### src/rtl/fsgate_pkg.sv
package fsgate_pkg;
	localparam logic [7:0] ADDR_CTRL = 8'h00;
	localparam logic [7:0] ADDR_STAT = 8'h04;
	localparam logic [7:0] ADDR_CLR = 8'h08;
	localparam logic [7:0] ADDR_GOFF = 8'h0C;
	// Control register fields
	localparam int CTRL_ACT_LSB = 0;
	localparam int CTRL_CUM_LSB = 4;
	localparam int CTRL_ALMSEL_LSB = 8;
	localparam int CTRL_ALMFILT = 12;
	localparam int CTRL_RELAYOPT = 13;
	localparam int CTRL_PUMPEN = 14;
	localparam logic [31:0] CTRL_RESET = 32'h0000_6F01;
	// Status and clear bit positions
	localparam int ST_UNDER = 0;
	localparam int ST_OVER = 1;
	localparam int ST_ANSERR = 2;
	localparam int ST_TIMEOUT = 3;
	localparam int ST_CUMERR = 4;
	localparam int ST_ALARM = 5;
	localparam int ST_LBFAIL = 6;
	localparam int ST_ABFAIL = 7;
	localparam int ST_READY = 8;
	localparam logic [2:0] ACT_OFF = 3'h0;
	localparam logic [2:0] ACT_PHREL = 3'h2;
	localparam logic [2:0] ACT_PHASE = 3'h3;
	localparam logic [2:0] ACT_ALL = 3'h4;
	localparam logic [2:0] ACT_LATCH = 3'h5;
	localparam logic [1:0] CUM_FLAG = 2'h0;
	localparam logic [1:0] CUM_PHASE = 2'h1;
	localparam logic [1:0] CUM_PHREL = 2'h2;
	localparam logic [1:0] CUM_ALL = 2'h3;
	localparam int CLK_MHZ = 125;
	localparam int TEST_MAX_US = 4000;
	localparam int TEST_MAX_CYC = TEST_MAX_US * CLK_MHZ;
	localparam int WINDOW_CYC = 256;
	localparam int ALM_FILT_CYC = 8;
	localparam logic [1:0] AXI_OKAY = 2'h0;
	localparam logic [1:0] AXI_SLVERR = 2'h2;

	typedef struct packed {
		logic phase_u;
		logic phase_v;
		logic phase_w;
		logic relay;
	} fsgate_gates_s;

	typedef enum logic [3:0] {
		ST_WAIT = 4'b0001,
		ST_LOGIC = 4'b0010,
		ST_ANALOG = 4'b0100,
		ST_RUN = 4'b1000
	} fsgate_seq_e;
endpackage : fsgate_pkg

### src/rtl/fsgate_top.sv
`timescale 1ns/1ps
module fsgate_top #(
	parameter int LOGIC_TEST_CYC = 1000,
	parameter int ANALOG_TEST_CYC = 2000,
	parameter int CNT_W = 12,
	// Band around 128 edges: the synchroniser sees at most one per clock,
	// so a nominal rate near that ceiling could never show overspeed
	parameter logic [11:0] LIMIT_LO = 12'h073,
	parameter logic [11:0] LIMIT_HI = 12'h08D
) (
	// Clock and reset
	input wire logic i_clk,
	input wire logic i_reset,
	// Interface oscillator tick, asynchronous
	input wire logic i_if_osc,
	// Analog and test status
	input wire logic i_uv_released,
	input wire logic i_logic_pass,
	input wire logic i_analog_fault,
	input wire logic i_other_fault,
	// Query response check events, same clock
	input wire logic i_answer_err,
	input wire logic i_answer_timeout,
	input wire logic i_cumulative_err,
	// Alarm pin, active low
	input wire logic i_alarm_n,
	// AXI4-Lite write
	input wire logic [7:0] i_awaddr,
	input wire logic i_awvalid,
	output logic o_awready,
	input wire logic [31:0] i_wdata,
	input wire logic [3:0] i_wstrb,
	input wire logic i_wvalid,
	output logic o_wready,
	output logic [1:0] o_bresp,
	output logic o_bvalid,
	input wire logic i_bready,
	// AXI4-Lite read
	input wire logic [7:0] i_araddr,
	input wire logic i_arvalid,
	output logic o_arready,
	output logic [31:0] o_rdata,
	output logic [1:0] o_rresp,
	output logic o_rvalid,
	input wire logic i_rready,
	// Outputs
	output fsgate_pkg::fsgate_gates_s o_gate_en,
	output logic o_pump_run_internal,
	output logic o_diag_out_n,
	output logic o_analog_toggle
);
	import fsgate_pkg::*;

	if (LIMIT_LO >= LIMIT_HI || LIMIT_HI > 12'(WINDOW_CYC - 1) || CNT_W < 9
		|| LOGIC_TEST_CYC < 1 || ANALOG_TEST_CYC < 1
		|| LOGIC_TEST_CYC + ANALOG_TEST_CYC > TEST_MAX_CYC) begin : g_bad_param
		$error("fsgate_top: bad parameters");
	end

	////////////////////////////////////////////////////////////////////
	// Registers and synchronisers
	logic [31:0] ctrl_ff;
	logic [2:0] act_live_ff;
	logic [4:0] flags_ff;
	fsgate_gates_s goff_ff;
	logic [2:0] osc_sync_ff;
	logic [1:0] alm_sync_ff;
	logic [3:0] alm_filt_ff;
	logic alarm_ff;
	fsgate_seq_e seq_ff;
	logic [19:0] seq_cnt_ff;
	logic lb_fail_ff;
	logic ab_fail_ff;
	logic [CNT_W-1:0] if_cnt_ff;
	logic [7:0] win_ff;
	logic under_now_ff;
	logic over_now_ff;
	logic [2:0] act_req;
	logic [1:0] cum_act;
	logic freq_bad;
	logic any_freq_flag;
	logic in_test;

	assign act_req = ctrl_ff[CTRL_ACT_LSB +: 3];
	assign cum_act = ctrl_ff[CTRL_CUM_LSB +: 2];
	assign freq_bad = under_now_ff | over_now_ff;
	assign any_freq_flag = flags_ff[ST_UNDER] | flags_ff[ST_OVER];
	assign in_test = (seq_ff != ST_RUN);

	always_ff @(posedge i_clk) begin
		if (i_reset) begin
			osc_sync_ff <= 3'h0;
			alm_sync_ff <= 2'h3;
		end else begin
			osc_sync_ff <= {osc_sync_ff[1:0], i_if_osc};
			alm_sync_ff <= {alm_sync_ff[0], i_alarm_n};
		end
	end

	////////////////////////////////////////////////////////////////////
	// Start-up sequence
	always_ff @(posedge i_clk) begin
		if (i_reset) begin
			seq_ff <= ST_WAIT;
			seq_cnt_ff <= 20'h0;
			lb_fail_ff <= 1'b0;
			ab_fail_ff <= 1'b0;
			o_analog_toggle <= 1'b0;
		end else begin
			seq_cnt_ff <= seq_cnt_ff + 20'h1;
			unique case (seq_ff)
				ST_WAIT: begin
					seq_cnt_ff <= 20'h0;
					if (i_uv_released) begin
						seq_ff <= ST_LOGIC;
					end
				end
				ST_LOGIC: begin
					if (seq_cnt_ff == 20'(LOGIC_TEST_CYC - 1)) begin
						seq_cnt_ff <= 20'h0;
						if (i_logic_pass) begin
							seq_ff <= ST_ANALOG;
						end else begin
							lb_fail_ff <= 1'b1;
							seq_ff <= ST_RUN;
						end
					end
				end
				ST_ANALOG: begin
					o_analog_toggle <= ~o_analog_toggle;
					if (i_analog_fault) begin
						ab_fail_ff <= 1'b1;
					end
					if (seq_cnt_ff == 20'(ANALOG_TEST_CYC - 1)) begin
						seq_ff <= ST_RUN;
						o_analog_toggle <= 1'b0;
					end
				end
				ST_RUN: begin
					seq_cnt_ff <= 20'h0;
				end
			endcase
		end
	end

	////////////////////////////////////////////////////////////////////
	// Frequency cross-check: count interface edges per window
	always_ff @(posedge i_clk) begin
		if (i_reset || in_test) begin
			if_cnt_ff <= '0;
			win_ff <= 8'h0;
			under_now_ff <= 1'b0;
			over_now_ff <= 1'b0;
		end else begin
			win_ff <= win_ff + 8'h1;
			if (win_ff == 8'(WINDOW_CYC - 1)) begin
				if_cnt_ff <= '0;
				under_now_ff <= (if_cnt_ff <= LIMIT_LO);
				over_now_ff <= (if_cnt_ff >= LIMIT_HI);
			end else if (osc_sync_ff[2] != osc_sync_ff[1]) begin
				if_cnt_ff <= if_cnt_ff + 1'b1;
			end
		end
	end

	////////////////////////////////////////////////////////////////////
	// Alarm filter; sampled on this clock, the reported domain
	always_ff @(posedge i_clk) begin
		if (i_reset) begin
			alm_filt_ff <= 4'h0;
			alarm_ff <= 1'b0;
		end else if (!ctrl_ff[CTRL_ALMFILT]) begin
			alm_filt_ff <= 4'h0;
			alarm_ff <= ~alm_sync_ff[1];
		end else if (~alm_sync_ff[1] != alarm_ff) begin
			alm_filt_ff <= alm_filt_ff + 4'h1;
			if (alm_filt_ff == 4'(ALM_FILT_CYC - 1)) begin
				alarm_ff <= ~alarm_ff;
				alm_filt_ff <= 4'h0;
			end
		end else begin
			alm_filt_ff <= 4'h0;
		end
	end

	////////////////////////////////////////////////////////////////////
	// Status flags: set wins over clear
	logic wr_go;
	logic [7:0] wr_addr_ff;
	logic [31:0] wr_data_ff;
	logic aw_have_ff;
	logic w_have_ff;
	logic clr_req;
	assign wr_go = aw_have_ff & w_have_ff & ~o_bvalid;
	assign clr_req = wr_go && wr_addr_ff == ADDR_CLR;

	always_ff @(posedge i_clk) begin
		if (i_reset) begin
			flags_ff <= 5'h0;
		end else begin
			if (clr_req) begin
				flags_ff[ST_ANSERR] <= flags_ff[ST_ANSERR]
					& ~wr_data_ff[ST_ANSERR];
				flags_ff[ST_TIMEOUT] <= flags_ff[ST_TIMEOUT]
					& ~wr_data_ff[ST_TIMEOUT];
				flags_ff[ST_CUMERR] <= flags_ff[ST_CUMERR]
					& ~wr_data_ff[ST_CUMERR];
				if (!freq_bad) begin
					flags_ff[ST_UNDER] <= flags_ff[ST_UNDER]
						& ~wr_data_ff[ST_UNDER];
					flags_ff[ST_OVER] <= flags_ff[ST_OVER]
						& ~wr_data_ff[ST_OVER];
				end
			end
			if (act_live_ff != ACT_OFF && !in_test) begin
				if (under_now_ff) flags_ff[ST_UNDER] <= 1'b1;
				if (over_now_ff) flags_ff[ST_OVER] <= 1'b1;
			end
			if (i_answer_err) flags_ff[ST_ANSERR] <= 1'b1;
			if (i_answer_timeout) flags_ff[ST_TIMEOUT] <= 1'b1;
			if (i_cumulative_err) flags_ff[ST_CUMERR] <= 1'b1;
		end
	end

	// Stored action applies once error is gone and both flags clear
	always_ff @(posedge i_clk) begin
		if (i_reset) begin
			act_live_ff <= CTRL_RESET[CTRL_ACT_LSB +: 3];
		end else if (!freq_bad && !any_freq_flag) begin
			act_live_ff <= act_req;
		end
	end

	////////////////////////////////////////////////////////////////////
	// Gate-off and enable composition
	logic ph_off;
	logic rl_off;
	logic cp_off;
	logic fa;
	assign fa = freq_bad && act_live_ff != ACT_OFF;
	always_comb begin
		ph_off = in_test || lb_fail_ff || ab_fail_ff;
		rl_off = ph_off;
		cp_off = ph_off || i_other_fault;
		if (fa && act_live_ff == ACT_PHREL) begin
			ph_off = 1'b1;
			rl_off = 1'b1;
		end
		if (fa && act_live_ff == ACT_PHASE) ph_off = 1'b1;
		if ((fa && act_live_ff == ACT_ALL)
			|| (act_live_ff == ACT_LATCH && any_freq_flag)) begin
			ph_off = 1'b1;
			rl_off = 1'b1;
			cp_off = 1'b1;
		end
		if (flags_ff[ST_CUMERR]) begin
			if (cum_act != CUM_FLAG) ph_off = 1'b1;
			if (cum_act == CUM_PHREL || cum_act == CUM_ALL) rl_off = 1'b1;
			if (cum_act == CUM_ALL) cp_off = 1'b1;
		end
	end

	always_ff @(posedge i_clk) begin
		if (i_reset) begin
			o_gate_en <= '0;
			o_pump_run_internal <= 1'b0;
			o_diag_out_n <= 1'b0;
		end else begin
			o_gate_en.phase_u <= ~(ph_off | goff_ff.phase_u)
				& ~(alarm_ff & ctrl_ff[CTRL_ALMSEL_LSB]);
			o_gate_en.phase_v <= ~(ph_off | goff_ff.phase_v)
				& ~(alarm_ff & ctrl_ff[CTRL_ALMSEL_LSB + 1]);
			o_gate_en.phase_w <= ~(ph_off | goff_ff.phase_w)
				& ~(alarm_ff & ctrl_ff[CTRL_ALMSEL_LSB + 2]);
			o_gate_en.relay <= ~(rl_off | goff_ff.relay)
				& ~(alarm_ff & ctrl_ff[CTRL_RELAYOPT]
				& ctrl_ff[CTRL_ALMSEL_LSB + 3]);
			o_pump_run_internal <= ~cp_off & ctrl_ff[CTRL_PUMPEN];
			o_diag_out_n <= ~(in_test || lb_fail_ff || ab_fail_ff
				|| |flags_ff[ST_CUMERR:ST_UNDER]);
		end
	end

	////////////////////////////////////////////////////////////////////
	// AXI4-Lite slave: one write and one read at a time
	always_ff @(posedge i_clk) begin
		if (i_reset) begin
			aw_have_ff <= 1'b0;
			w_have_ff <= 1'b0;
			wr_addr_ff <= 8'h0;
			wr_data_ff <= 32'h0;
			o_bvalid <= 1'b0;
			o_bresp <= AXI_OKAY;
		end else begin
			if (i_awvalid && o_awready) begin
				aw_have_ff <= 1'b1;
				wr_addr_ff <= i_awaddr;
			end
			if (i_wvalid && o_wready) begin
				w_have_ff <= 1'b1;
				wr_data_ff <= i_wdata;
			end
			if (wr_go) begin
				aw_have_ff <= 1'b0;
				w_have_ff <= 1'b0;
				o_bvalid <= 1'b1;
				o_bresp <= (wr_addr_ff == ADDR_CTRL || wr_addr_ff == ADDR_CLR
					|| wr_addr_ff == ADDR_GOFF) ? AXI_OKAY : AXI_SLVERR;
			end else if (o_bvalid && i_bready) begin
				o_bvalid <= 1'b0;
			end
		end
	end
	assign o_awready = ~aw_have_ff & ~o_bvalid;
	assign o_wready = ~w_have_ff & ~o_bvalid;

	// Byte strobes honoured on control and gate-off registers
	always_ff @(posedge i_clk) begin
		if (i_reset) begin
			ctrl_ff <= CTRL_RESET;
			goff_ff <= '0;
		end else if (wr_go && wr_addr_ff == ADDR_CTRL) begin
			for (int b = 0; b < 2; b++) begin
				if (i_wstrb[b]) ctrl_ff[b*8 +: 8] <= wr_data_ff[b*8 +: 8];
			end
		end else if (wr_go && wr_addr_ff == ADDR_GOFF && i_wstrb[0]) begin
			goff_ff <= wr_data_ff[3:0];
		end
	end

	always_ff @(posedge i_clk) begin
		if (i_reset) begin
			o_rvalid <= 1'b0;
			o_rdata <= 32'h0;
			o_rresp <= AXI_OKAY;
		end else if (i_arvalid && o_arready) begin
			o_rvalid <= 1'b1;
			o_rresp <= AXI_OKAY;
			unique case (i_araddr)
				ADDR_CTRL: o_rdata <= {17'h0, ctrl_ff[14:0]};
				ADDR_STAT: o_rdata <= {23'h0, seq_ff == ST_RUN, ab_fail_ff,
					lb_fail_ff, alarm_ff, flags_ff[4:0]};
				ADDR_GOFF: o_rdata <= {28'h0, goff_ff};
				default: begin
					o_rdata <= 32'h0;
					o_rresp <= AXI_SLVERR;
				end
			endcase
		end else if (o_rvalid && i_rready) begin
			o_rvalid <= 1'b0;
		end
	end
	assign o_arready = ~o_rvalid;
endmodule : fsgate_top

### config.mk
export PLATFORM = sky130hd
export DESIGN_NAME = fsgate_top
export DESIGN_NICKNAME = d
export VERILOG_FILES = /design/src/rtl/fsgate_pkg.sv /design/src/rtl/fsgate_top.sv
export SDC_FILE = /design/constraint.sdc
export NUM_CORES = 1
export LEC_CHECK = 0
export ABC_AREA = 1
export ABC_CLOCK_PERIOD_IN_PS = 1900
export BUFFER_PORTS_ARGS = -buffer_cell sky130_fd_sc_hd__buf_4
export CORE_MARGIN = 2
export CORE_UTILIZATION = 55
export CTS_BUF_LIST = sky130_fd_sc_hd__clkbuf_2 sky130_fd_sc_hd__clkbuf_4 sky130_fd_sc_hd__clkbuf_8
export CTS_CLUSTER_SIZE = 12
export DETAILED_ROUTE_END_ITERATION = 10
export GPL_TIMING_DRIVEN = 0
export PLACE_DENSITY = 0.86
export SETUP_SLACK_MARGIN = 0.05
export SYNTH_ARGS = -nofsm -noshare
export SYNTH_HDL_FRONTEND = slang
export SYNTH_SLANG_ARGS = --single-unit
### constraint.sdc
create_clock -name i_clk -period 1.9 [get_ports i_clk]
set_input_delay 0.095 -clock i_clk [delete_from_list [all_inputs] [get_ports i_clk]]
set_output_delay 0.095 -clock i_clk [all_outputs]
set_load 0.01 [all_outputs]
Word level (Yosys, flattened, before mapping)
Index checks and enable logic that the tools add are counted.

word-level totals
  flip-flop bits (word level) = 155
  input port bits = 68
  output and inout port bits = 48

cells by class
  add/sub/neg operators = 4
  magnitude comparators = 2
  equal/unequal tests = 26
  mux-type cells = 37
  bitwise operators = 51
  reduce and logical (&&, ||, !) cells = 51

operators by type and width
  operator                                                            number
  one-hot mux 15 bit (3 select lines)                                 1
  one-hot mux 20 bit (2 select lines)                                 1
  inverter 1 bit                                                      26
  equality test 8 x 4 -> 1 bit, second input constant                 3
  2-to-1 mux 1 bit                                                    24
  adder 20 x 1 -> 20 bit, second input constant                       1
  equality test 20 x 10 -> 1 bit, second input constant               1
  equality test 20 x 11 -> 1 bit, second input constant               1
  2-to-1 mux 20 bit                                                   1
  bitwise AND 1 bit                                                   19
  logical AND 1 bit                                                   16
  zero test 8 bit                                                     2
  2-to-1 mux 4 bit                                                    4
  adder 12 x 1 -> 12 bit, second input constant                       1
  greater-or-equal comparator 12 x 8 -> 1 bit, second input constant  1
  <= comparator 12 x 7 -> 1 bit, second input constant                1
  one-hot mux 4 bit (3 select lines)                                  1
  nonzero test 2 bit                                                  6
  AND reduction 2 bit                                                 5
  logical OR 1 bit                                                    9
  adder 8 x 1 -> 8 bit, second input constant                         1
  equality test 4 x 3 -> 1 bit, second input constant                 2
  equality test 8 x 3 -> 1 bit, second input constant                 1
  equality test 8 bit, second input constant                          1
  other kinds (22)                                                    42

Longest topological paths before layout
  depth in word-level cells = 11
  depth in mapped cells = 11
  depth with buffers taken out = 11

Worst setup path after synthesis
No wires, ideal clock.

  path kind = register to register
  start point = reg win_ff[0]
  end point = reg under_now_ff
  library setup time = 0.122 ns
  arrival time = 1.396 ns
  slack = 0.381 ns
  cell stages (with the launch flop) = 8
  buffers on the path = 1
  cell sequence = dfxtp_1 -> ha_1 -> nand2_1 -> nor3_1 -> nand2_1 -> o21ai_2 -> buf_2 -> o22ai_1

between the ends
  word-level cells in the longest chain between the ends = 1

ends and longest elaborated chain
  what                    line               RTL
  start, declared         fsgate_top.sv:75   logic [7:0] win_ff;
  start signal, assigned  fsgate_top.sv:155  win_ff <= win_ff + 8'h1;
  equality test 8 bit     fsgate_top.sv:156  if (win_ff == 8'(WINDOW_CYC - 1)) begin
  end signal, assigned    fsgate_top.sv:158  under_now_ff <= (if_cnt_ff <= LIMIT_LO);
  end, declared           fsgate_top.sv:76   logic under_now_ff;

No other way between the ends.
A chain may end at the register's enable or synchronous reset.

Final worst setup path
  start point = reg seq_ff[2]
  end point = reg seq_cnt_ff[13]

between the ends
  word-level cells in the longest chain between the ends = 3
  elaborated cells on any way between the ends = 5

ends and longest elaborated chain
  what                                                                 line               RTL
  start, declared                                                      fsgate_top.sv:70   fsgate_seq_e seq_ff;
  start signal, assigned                                               fsgate_top.sv:104  seq_ff <= ST_WAIT;
  start signal, assigned                                               fsgate_top.sv:115  seq_ff <= ST_LOGIC;
  start signal, assigned                                               fsgate_top.sv:122  seq_ff <= ST_ANALOG;
  equality test 4 bit or equality test 4 x 1 -> 1 bit (tied branches)  fsgate_top.sv:111  unique case (seq_ff)
  OR reduction 2 bit (no source line)                                  --
  one-hot mux 20 bit (2 select lines) (*)                              fsgate_top.sv:111
  end signal, assigned                                                 fsgate_top.sv:110  seq_cnt_ff <= seq_cnt_ff + 20'h1;
  end, declared                                                        fsgate_top.sv:71   logic [19:0] seq_cnt_ff;

Mark *: on every way between the ends. The rest lies on a longest branch, timed or not.

==> reports/metrics.yaml <==
path_buf_inv: 2
startpoint_type: "flop"
max_slew_margin: 0.572
io_pins: 116
drt_iter0_markers: 396
worst_slew_pin_slew_ns: 0.641
post-route-period-util: 0.925
vias: 5716
reg2reg_slack_ns: 0.14
grt_max_degree: 17
drive_gt1_frac: 0.157
wl_per_cell_um: 13.1
mostFrequentLayoutCells: "nor2_1 (161), nand2_1 (137), dfxtp_1 (135), buf_4 (98), inv_1 (78)"
crit_slowest_cell: "nor3_1"
synth_edf_count: 0
syn_to_final_growth_pct: 27.8
cts_sinks: 136
finalSetupTns_ns: 0
clockBufferDepth: 2
cp_common_cell: "nand2_1"
status: "finished clean"
route.detailed.drc: 0
avgSynthCellArea_um2: 7.23
yosys_warnings: 0
async_flop_share: 0
leakage_uw: 0.00320
path_cells: "inv_1 -> nand2_1 -> nor3_1 -> nor2_1 -> nand2_1 -> nand2_1 -> nand2_4 -> buf_6 -> nor2_1"
critPathTopFamily: "simple AND/OR/NAND/NOR gates"
grt_pass1_wl_mm: 24.2
nets: 1041
fin_hold_ws_ns: 0.0333
drt_pass1_iterations: 6
setup_viol: 0
clock.fmax_mhz: 569
cp_data_required_time_ns: 2.23
peakVddDrop_v: 0.000507
dp_cells: 1049
critical_path_arrival_ns: 2.08
overflow: 0
crit_type: "flop to flop"
syn_inst: 818
clkSlewWorstSetupHoldPaths_ns: 0.08
grt_pass1_vias: 5310
power.density_nw_per_um2: 891
cp_max_fo: 10
dp_hpwl_mm: 9.96
routed_wirelength_mm: 14.6
core_area_um2: 10400
finalWeightedCongestion: 0.894
routed_via_density: 5.12
instances_no_fill: 1116
cpPeakStageDelay_ns: 0.45
synth_flop_cell: "dfxtp_1"
drv_slew: 0
fin_skew_ns: 0.0157
initial_core_util: 0.571
die_w_um: 108
nFillCells: 779
fin_crit_ns: 1.76
ys_seq_area_frac: 0.460
cts-root-buf: "clkbuf_8"
max-cap-violations: 0
finalHoldViolCount: 0
cts_max_level: 4
ys_ff_latch: 136
netlist_area_um2: 5920
core.rowCount: 37
cts_tree: "done"
mostFrequentLayoutCell: "nor2_1"
ant_nets: 0
cts_inserted_buffers: 17
die_area_um2: 11600
multiInputGateArea_um2: 2750
clock_latency_ns: 0.43
fp.dieH_um: 108
port_buffers: 77
rsz0062_at_grt: "yes"
worstHoldPathType: "primary input to flop"
critPathCaptureType: "flop"
synth.distinct_cells: 39
post-cts-setup-buffers: 0
register_area_um2: 2720
antenna_found_initial: 0
antenna_cells: 0
grtUsageTotal: 0.260
-- layer usage --
metal | track usage | routed length, µm | vias to the layer above
li1 | - | - | 2887
met4 | 0.0952 | 328 | 0
met5 | 0 | 0 | -
met1 | 0.314 | 6120 | 2593
met3 | 0.0502 | 832 | 39
met2 | 0.457 | 7310 | 197
-- registers in the layout, summed over array words and instances (netlist names), 2 cells and up --
register	cells
wr_addr_ff	8
o_gate_en	4
osc_sync_ff	3
ctrl_ff	15
seq_cnt_ff	20
alm_sync_ff	2
if_cnt_ff	12
act_live_ff	3
flags_ff	5
wr_data_ff	15
win_ff	8
o_rdata	15
seq_ff	4
goff_ff	4
alm_filt_ff	4
-- synth_stat cells, types with 5 or more instances --
cell type | number | area (µm²)
nand2_1 | 138 | 518
nor3_1 | 15 | 75.1
inv_1 | 78 | 293
nand4_1 | 5 | 31.3
xor2_1 | 18 | 158
dfxtp_1 | 136 | 2720
o21ai_0 | 65 | 325
buf_4 | 20 | 150
nand3_1 | 57 | 285
ha_1 | 6 | 75.1
clkbuf_1 | 16 | 60.1
a21oi_1 | 56 | 280
nor2_1 | 164 | 616
-- logic make-up (layout without fill, tap and decap cells) --
logic type / after synthesis / after routing / share of synthesized area
adders and majority gates: 6 / 6 / 0.0127
and+or+nand+nor: 398 / 398 / 0.284
xor gates and xnor gates: 21 / 21 / 0.0311
AOI/OAI and AO/OA: 134 / 134 / 0.119
DFF: 136 / 136 / 0.460
other: 1 / 19 / 0.000634
buffers and inverters: 122 / 266 / 0.0922
-- what timing repair did --
item / 4_1_cts / 5_1_grt
endpoints found under the setup margin: 0 / 32
hold buffers: 35 / 0
endpoints found under the hold margin: 35 / 0
resized for setup: 0 / 11
-- area by class of cell --
type,count,share of cell area
clock buffer,18,0.0328
inverter,80,0.0397
timing repair buffer,112,0.123
buffer,42,0.0328
multi-input combinational,578,0.363
tap,136,0.0225
clock inverter,14,0.0260
sequential,136,0.360
-- metrics by stage --
step | worst slack, ns | instance area, µm² | utilization | power [µW]
global route | -0.0572 | 7560 | 0.729 | 7020
finish | 0.142 | 7560 | 0.729 | 6740
floorplan | 0.381 | 5980 | - | 3760
CTS | 0.0609 | 7530 | 0.726 | 6700
global placement | 0.148 | 6730 | 0.649 | 4030
detailed placement | 0.107 | 6730 | 0.649 | 4060
-- power by group --
group          internal (µW)  switching, µW  total, µW
clock                   1480           1160       2640
combinational            409            599       1010
sequential              2990            102       3090
-- path summary, 6_finish.rpt --
check,start,end,cells past startpoint
max,seq_ff[2]$_SDFFE_PP0P_,seq_cnt_ff[13]$_SDFF_PP0_,9
min reg2reg,alm_sync_ff[0]$_SDFF_PP1_,alm_sync_ff[1]$_SDFF_PP1_,1
min,i_wvalid,wr_data_ff[1]$_SDFFE_PP0P_,5
max reg2reg,seq_ff[2]$_SDFFE_PP0P_,seq_cnt_ff[13]$_SDFF_PP0_,9
-- worst min-delay path: stages --
cell	delay, ns
buf_4	0.08
nand2_1	0.05
inv_1	0.08
nor2_1	0.04
nor2_1	0.08
Note: power is estimated with default switching activity, not from simulation.
